$ cat src/inc/mwc_pkg.sv
/*
 * mwc_pkg: constants, modes and register map shared by both ends of the
 * motion wake controller.
 * assumes: one 50 MHz clock, synchronous active-low reset.
 */
package mwc_pkg;

    // ------------------------------------------------------------------
    // modes and threshold
    // ------------------------------------------------------------------
    typedef enum logic [1:0] {
        MWC_MODE_OFF    = 2'h0,
        MWC_MODE_SELF   = 2'h1,
        MWC_MODE_HOST   = 2'h2,
        MWC_MODE_BOTH   = 2'h3
    } mwc_mode_t;

    localparam logic [7:0]  MWC_THLD_DEFAULT  = 8'h00;
    localparam logic [7:0]  MWC_THLD_HALF_G   = 8'h80;
    localparam logic [7:0]  MWC_THLD_ONE      = 8'h01;
    localparam int          MWC_ACC_W         = 8;

    // ------------------------------------------------------------------
    // timing
    // ------------------------------------------------------------------
    localparam int          MWC_CLK_MHZ       = 50;
    localparam int          MWC_PULSE_NS      = 200;
    localparam int          MWC_PULSE_CYC     = (MWC_PULSE_NS * MWC_CLK_MHZ + 999) / 1000;
    localparam logic [3:0]  MWC_PULSE_CNT     = 4'(MWC_PULSE_CYC);

    // ------------------------------------------------------------------
    // host-side register map (byte offsets, one word each)
    // ------------------------------------------------------------------
    localparam logic [7:0]  MWC_REG_CTRL      = 8'h00;
    localparam logic [7:0]  MWC_REG_STATUS    = 8'h04;
    localparam logic [7:0]  MWC_REG_IRQ_STAT  = 8'h08;
    localparam logic [7:0]  MWC_REG_IRQ_MASK  = 8'h0C;
    localparam int          MWC_CTRL_MODE_LSB = 0;
    localparam int          MWC_CTRL_THLD_LSB = 8;
    localparam int          MWC_CTRL_BKUP_BIT = 16;
    localparam int          MWC_CTRL_APPLY_BIT = 17;
    localparam int          MWC_IRQ_WAKE_BIT  = 0;
    localparam int          MWC_IRQ_RESUME_BIT = 1;
    localparam logic [1:0]  MWC_IRQ_RESET     = 2'h0;
    localparam logic [31:0] MWC_WORD_ZERO     = 32'h0000_0000;

endpackage : mwc_pkg

$ cat src/inc/mwc_link_if.sv
/*
 * mwc_link_if: wires between the receiver end and the host end.
 * assumes: both ends on sys_clk; the bench joins the two modules here.
 */
`timescale 1ns/100ps

interface mwc_link_if;
    import mwc_pkg::*;

    mwc_mode_t  wakeMode;        // motion_wake_mode_setting
    logic [7:0] wakeThreshold;   // motion_wake_threshold_setting
    logic       cfgApply;        // save and power cycle strobe
    logic       backupReq;       // power_mode_request_message, level
    logic [31:0] taskDuration;
    logic       extIntWakeEn;    // external_interrupt_wake_source
    logic       motionWakePin;   // motion_wake_pin, driven by the receiver
    logic       inBackup;
    logic       receiverAwake;

    modport receiver (
        input  wakeMode, wakeThreshold, cfgApply, backupReq, taskDuration, extIntWakeEn,
        output motionWakePin, inBackup, receiverAwake
    );

    modport host (
        output wakeMode, wakeThreshold, cfgApply, backupReq, taskDuration, extIntWakeEn,
        input  motionWakePin, inBackup, receiverAwake
    );

endinterface : mwc_link_if

$ cat src/design/mwc_host.sv
/*
 * mwc_host: the host end. software programs mode and threshold and asks
 * for backup over AHB-Lite; the wake pin raises a sticky interrupt.
 * assumes: single-word AHB-Lite transfers, OKAY only, zero wait states.
 */
// Design decisions made here: the register offsets and the AHB-Lite interface to the registers.
`timescale 1ns/100ps

module mwc_host
    import mwc_pkg::*;
(
    input  wire logic           sys_clk,
    input  wire logic           reset_n,
    input  wire logic           clkEn,
    input  wire logic           hsel,
    input  wire logic [31:0]    haddr,
    input  wire logic [1:0]     htrans,
    input  wire logic           hwrite,
    input  wire logic [2:0]     hsize,
    input  wire logic [31:0]    hwdata,
    input  wire logic           hready,
    output logic [31:0]         hrdata,
    output logic                hreadyout,
    output logic                hresp,
    output logic                irq,
    mwc_link_if.host            link
);

    logic [31:0]    ctrlQ;
    logic [1:0]     irqStatQ;
    logic [1:0]     irqMaskQ;
    logic           applyQ;
    logic           pinQ;
    logic           awakeQ;
    logic           wrPendQ;
    logic [7:0]     wrAddrQ;
    logic [31:0]    rdataQ;
    logic           irqQ;
    logic           rdSel;
    logic [1:0]     evt;
    logic [31:0]    rdMux;

    // ------------------------------------------------------------------
    // bus slave
    // ------------------------------------------------------------------
    assign rdSel = hsel && hready && htrans[1] && !hwrite;

    always_comb
    begin
        case (haddr[7:0])
            MWC_REG_CTRL:     rdMux = ctrlQ;
            MWC_REG_STATUS:   rdMux = {29'h0, link.motionWakePin, link.receiverAwake, link.inBackup};
            MWC_REG_IRQ_STAT: rdMux = {30'h0, irqStatQ};
            MWC_REG_IRQ_MASK: rdMux = {30'h0, irqMaskQ};
            default:          rdMux = MWC_WORD_ZERO;
        endcase
    end

    always_ff @(posedge sys_clk)
    begin
        if (!reset_n)
        begin
            wrPendQ <= 1'b0;
            wrAddrQ <= 8'h00;
            rdataQ  <= MWC_WORD_ZERO;
        end
        else if (clkEn)
        begin
            wrPendQ <= hsel && hready && htrans[1] && hwrite;
            wrAddrQ <= haddr[7:0];
            if (rdSel)
                rdataQ <= rdMux;
        end
    end

    // apply pulse stands for power cycle
    always_ff @(posedge sys_clk)
    begin
        if (!reset_n)
        begin
            ctrlQ    <= MWC_WORD_ZERO;
            irqMaskQ <= MWC_IRQ_RESET;
            applyQ   <= 1'b0;
        end
        else if (clkEn)
        begin
            applyQ <= wrPendQ && wrAddrQ == MWC_REG_CTRL && hwdata[MWC_CTRL_APPLY_BIT];
            if (wrPendQ && wrAddrQ == MWC_REG_CTRL)
                ctrlQ <= {14'h0, 1'b0, hwdata[16:0]};
            if (wrPendQ && wrAddrQ == MWC_REG_IRQ_MASK)
                irqMaskQ <= hwdata[1:0];
        end
    end

    // ------------------------------------------------------------------
    // events and interrupt
    // ------------------------------------------------------------------
    // rising pin edge and backup exit; pin is registered to avoid double counts
    always_ff @(posedge sys_clk)
    begin
        if (!reset_n)
        begin
            pinQ   <= 1'b0;
            awakeQ <= 1'b1;
        end
        else if (clkEn)
        begin
            pinQ   <= link.motionWakePin;
            awakeQ <= link.receiverAwake;
        end
    end

    assign evt[MWC_IRQ_WAKE_BIT]   = link.motionWakePin && !pinQ;
    assign evt[MWC_IRQ_RESUME_BIT] = link.receiverAwake && !awakeQ;

    // set wins over write-one-to-clear
    always_ff @(posedge sys_clk)
    begin
        if (!reset_n)
            irqStatQ <= MWC_IRQ_RESET;
        else if (clkEn)
            irqStatQ <= (irqStatQ & ~((wrPendQ && wrAddrQ == MWC_REG_IRQ_STAT) ? hwdata[1:0] : 2'h0)) | evt;
    end

    always_ff @(posedge sys_clk)
    begin
        if (!reset_n)
            irqQ <= 1'b0;
        else if (clkEn)
            irqQ <= |(irqStatQ & irqMaskQ);
    end

    assign hrdata    = rdataQ;
    assign hreadyout = 1'b1;
    assign hresp     = 1'b0;
    assign irq       = irqQ;

    // ------------------------------------------------------------------
    // link drive
    // ------------------------------------------------------------------
    assign link.wakeMode      = mwc_mode_t'(ctrlQ[MWC_CTRL_MODE_LSB +: 2]);
    assign link.wakeThreshold = ctrlQ[MWC_CTRL_THLD_LSB +: 8];
    assign link.cfgApply      = applyQ;
    assign link.backupReq     = ctrlQ[MWC_CTRL_BKUP_BIT];
    assign link.taskDuration  = MWC_WORD_ZERO;
    assign link.extIntWakeEn  = 1'b1;

endmodule : mwc_host

$ cat src/flat_wrapper.sv
// flat-port wrapper written by rule: the top's interface ports become plain ports
module mwc_host_flat import mwc_pkg::*;
  (sys_clk, reset_n, clkEn, hsel, haddr, htrans, hwrite, hsize, hwdata, hready, hrdata, hreadyout, hresp, irq, link_wakeMode, link_wakeThreshold, link_cfgApply, link_backupReq, link_taskDuration, link_extIntWakeEn, link_motionWakePin, link_inBackup, link_receiverAwake);
  mwc_link_if link_i ();
  input  wire logic sys_clk;
  input  wire logic reset_n;
  input  wire logic clkEn;
  input  wire logic hsel;
  input  wire logic [31:0] haddr;
  input  wire logic [1:0] htrans;
  input  wire logic hwrite;
  input  wire logic [2:0] hsize;
  input  wire logic [31:0] hwdata;
  input  wire logic hready;
  output logic [31:0] hrdata;
  output logic hreadyout;
  output logic hresp;
  output logic irq;
  output wire logic [$bits(link_i.wakeMode)-1:0] link_wakeMode;
  output wire logic [$bits(link_i.wakeThreshold)-1:0] link_wakeThreshold;
  output wire logic [$bits(link_i.cfgApply)-1:0] link_cfgApply;
  output wire logic [$bits(link_i.backupReq)-1:0] link_backupReq;
  output wire logic [$bits(link_i.taskDuration)-1:0] link_taskDuration;
  output wire logic [$bits(link_i.extIntWakeEn)-1:0] link_extIntWakeEn;
  input wire logic [$bits(link_i.motionWakePin)-1:0] link_motionWakePin;
  input wire logic [$bits(link_i.inBackup)-1:0] link_inBackup;
  input wire logic [$bits(link_i.receiverAwake)-1:0] link_receiverAwake;
  assign link_wakeMode = link_i.wakeMode;
  assign link_wakeThreshold = link_i.wakeThreshold;
  assign link_cfgApply = link_i.cfgApply;
  assign link_backupReq = link_i.backupReq;
  assign link_taskDuration = link_i.taskDuration;
  assign link_extIntWakeEn = link_i.extIntWakeEn;
  assign link_i.motionWakePin = link_motionWakePin;
  assign link_i.inBackup = link_inBackup;
  assign link_i.receiverAwake = link_receiverAwake;
  mwc_host u_core (.sys_clk(sys_clk), .reset_n(reset_n), .clkEn(clkEn), .hsel(hsel), .haddr(haddr), .htrans(htrans), .hwrite(hwrite), .hsize(hsize), .hwdata(hwdata), .hready(hready), .hrdata(hrdata), .hreadyout(hreadyout), .hresp(hresp), .irq(irq), .link(link_i));
endmodule
$ cat config.mk
export PLATFORM = sky130hd
export DESIGN_NAME = mwc_host_flat
export DESIGN_NICKNAME = d
export VERILOG_FILES = /design/src/inc/mwc_pkg.sv /design/src/inc/mwc_link_if.sv /design/src/design/mwc_host.sv /design/src/flat_wrapper.sv
export SDC_FILE = /design/constraint.sdc
export NUM_CORES = 1
export LEC_CHECK = 0
export ABC_AREA = 1
export BUFFER_PORTS_ARGS = -buffer_cell sky130_fd_sc_hd__buf_4
export CORE_MARGIN = 2
export CORE_UTILIZATION = 43
export DETAILED_ROUTE_END_ITERATION = 8
export HOLD_SLACK_MARGIN = 0.02
export PLACE_DENSITY_LB_ADDON = 0.12
export SETUP_SLACK_MARGIN = 0.05
export SYNTH_ARGS = -nofsm -noshare
export SYNTH_HDL_FRONTEND = slang
export SYNTH_SLANG_ARGS = --single-unit
export TNS_END_PERCENT = 50
$ cat constraint.sdc
create_clock -name sys_clk -period 1.85 [get_ports sys_clk]
set_input_delay 0.37 -clock sys_clk [delete_from_list [all_inputs] [get_ports sys_clk]]
set_output_delay 0.37 -clock sys_clk [all_outputs]
set_load 0.02 [all_outputs]
==> results.sh <==
export IMPL_cp_end_kind="flip-flop"
export IMPL_status="finished clean"
export IMPL_synthesis_area_per_instance_sq_um=7.59
export IMPL_hold_violations=0
export IMPL_worst_setup_hold_path_clk_slew_ns=0.09
export IMPL_routed_via_count=2054
export IMPL_dpl_hpwl_mm=3.85
export IMPL_ratio_of_cells_with_drive_above_1_in_the_final_layout_pct=22.8
export IMPL_finClkSkew_ns=0.00325
export IMPL_yosys_warnings=0
export IMPL_antennaDiodeCount=0
export IMPL_die_outline_area_sq_um=6430
export IMPL_seqCellArea_sq_um=1020
export IMPL_groute_usage_overall_pct=16.8
export IMPL_seq_area_frac_synth_pct=40.9
export IMPL_fillCellCount=577
export IMPL_dieHeight_um=80.2
export IMPL_total_overflow_reported_by_the_global_router=0
export IMPL_setup_repair_after_global_routing_missed_its_margin="no"
export IMPL_cts_hold_buf=0
export IMPL_cts_sinks=51
export IMPL_grt_first_pass_wirelength_mm=8.47
export IMPL_yosys_register_bits=51
export IMPL_min_path_type="in2reg"
export IMPL_yosysUniqueCellTypes=25
export IMPL_first_iter_violations=87
export IMPL_multiInputGateArea_sq_um=1070
export IMPL_worstSetupStartpointType="flip-flop"
export IMPL_synth_cells=329
export IMPL_clock_tree_root_cell="clkbuf_8"
export IMPL_synth_area_leaders="dfxtp_1 41%, buf_4 19%, nor2_1 8.9%"
export IMPL_cp_required_ns=2.08
export IMPL_tightest_slew_ns=0.536
export IMPL_floorplan_rows=27
export IMPL_detailroute_wirelength_met2_mm=2.48
export IMPL_first_global_vias=1803
export IMPL_period_minus_slack_ns=1.44
export IMPL_io_buffer_count=65
export IMPL_peak_clock_frequency_supported_by_timing_mhz=693
export IMPL_top_signal_layer_used="met4"
export IMPL_critPathKind="reg2reg"
export IMPL_floorplan_core_area_sq_um=5540
export IMPL_fin_crit_sh_pct=78.0
export IMPL_syn2layout_area_growth_pct=13.9
export IMPL_effective_utilization_at_floorplan_pct=45.1
export IMPL_htree_levels=2
export IMPL_tritoncts_num_buffers=5
export IMPL_grt_antenna_before_repair=0
export IMPL_cp_max_fo=18
export IMPL_post_drt_wl_per_cell_um=11.7
export IMPL_clk_latency_ns=0.30
export IMPL_crit_arrival_ns=1.68
export IMPL_die_w_um=80.2
export IMPL_cell_area_synth_sq_um=2500
export IMPL_cts_tree="done"
export IMPL_setup_viol=0
export IMPL_m1_wire_length_mm=2.41
export IMPL_timing_setup_tns_ns=0
export IMPL_total_power_mw=2.08
export IMPL_post_synth_top_area_cell="dfxtp_1"
export IMPL_pin_count_of_the_biggest_net_entering_global_routing=20
export IMPL_power_density_nw_per_um2=732
export IMPL_drt_drc_violations_left=0
export IMPL_boundaryPins=158
export IMPL_ir_worst_vdd_mv=0.403
export IMPL_max_clock_path_buffers=2
export IMPL_drv_slew=0
export IMPL_antenna_violating_nets_post_route=0
export IMPL_max_cap_viol_count=0
export IMPL_cts_repair_resized=0
export IMPL_cts_setup_buffers=0
export IMPL_detail_route_first_pass_iterations=4
export IMPL_routed_wl_mm=5.31
export IMPL_met3RoutedLength_um=369
export IMPL_cellLeakagePower_nw=1.33
export IMPL_nNetsFinal=459
export IMPL_gpl_final_weighted_congestion=0.775
export IMPL_worst_slew_margin_rel_pct=64.2
export IMPL_netlist_area_leader_share_pct=40.9
export IMPL_vias_per_cell=4.52
through the flow:
step / cells / utilization (%) / area (sq um) / worst slack, ns / hold slack (ns)
global placement: 446 / 49.5 / 2750 / 0.381 / 0.435
CTS: 454 / 51.3 / 2840 / 0.385 / 0.290
finish: 454 / 51.3 / 2840 / 0.408 / 0.295
detailed placement: 446 / 49.5 / 2750 / 0.357 / 0.437
global route: 454 / 51.3 / 2840 / 0.286 / 0.295
floorplan: 377 / - / 2680 / 0.498 / 0.421
worst max-delay path: stages, from the launching register on:
cell	delay [ns]
dfxtp_1	0.32
or2_4	0.26
nor3_4	0.23
nand2_4	0.18
inv_6	0.19
nand2_1	0.07
a21oi_1	0.12
flip-flops by register name, indices dropped and copies added (netlist names):
| register | count |
|---|---|
| u_core.awakeQ | 1 |
| u_core.ctrlQ | 17 |
| u_core.hrdata | 17 |
| u_core.irq | 1 |
| u_core.irqMaskQ | 2 |
| u_core.irqStatQ | 2 |
| u_core.link.cfgApply | 1 |
| u_core.pinQ | 1 |
| u_core.wrAddrQ | 8 |
| u_core.wrPendQ | 1 |
routing by layer:
layer,track usage (%),vias to the layer above
li1,-,1050
met1,22.4,929
met2,27.4,70
met3,3.71,5
met4,4.58,0
met5,0,-
cells in the final DEF, fill, tap and decap left out, types with 2 or more instances in the layout:
cell,Yosys,final
o21ai_0,32,32
nand2_1,40,40
clkbuf_8,0,6
dfxtp_1,51,51
inv_1,10,10
nand4_1,2,2
nand3_1,18,18
or2_2,2,2
conb_1,2,50
buf_4,62,68
nor2_1,59,59
a21oi_1,28,28
o21ai_1,4,4
nor3_4,2,2
area by class of cell:
| type | count | share of cell area [%] |
|---|---|---|
| clock inverter | 2 | 0.572 |
| sequential | 51 | 35.9 |
| timing repair buffer | 68 | 17.9 |
| multi-input combinational | 242 | 37.5 |
| inverter | 13 | 1.98 |
| tap | 72 | 3.17 |
| clock buffer | 6 | 2.90 |
cells in the mapped netlist:
library cell,number
a21oi_1,28
a31o_2,1
buf_12,1
buf_2,1
buf_4,62
buf_6,2
clkbuf_1,5
conb_1,2
dfxtp_1,51
inv_1,10
inv_2,1
inv_4,1
inv_6,1
nand2_1,40
nand2_4,1
nand3_1,18
nand4_1,2
nor2_1,59
nor2_2,1
nor3_1,1
nor3_4,2
o21ai_0,32
o21ai_1,4
or2_2,2
or2_4,1
where the power goes:
part / total (mW) / internal (mW) / switching, mW
logic: 0.266 / 0.0846 / 0.181
registers: 1.13 / 1.12 / 0.0130
clock network: 0.684 / 0.306 / 0.378
kinds of logic after synthesis:
family | Yosys count | synth area share (%)
DFF | 51 | 40.9
buffers and inverters | 84 | 23.6
other | 2 | 0.301
and+or+nand+nor | 127 | 22.1
AOI/OAI and AO/OA | 65 | 13.2
final timing paths:
path | start | endpoint | slack (ns) | cells after the start
setup reg to reg | u_core.wrAddrQ[0] | u_core.link.cfgApply | 0.41 | 6
hold reg to reg | u_core.awakeQ | u_core.awakeQ | 0.46 | 2
hold / removal | haddr[6] | u_core.wrAddrQ[6] | 0.29 | 3
setup / recovery | u_core.wrAddrQ[0] | u_core.link.cfgApply | 0.41 | 6
Note: power is estimated with default switching activity, not from simulation.
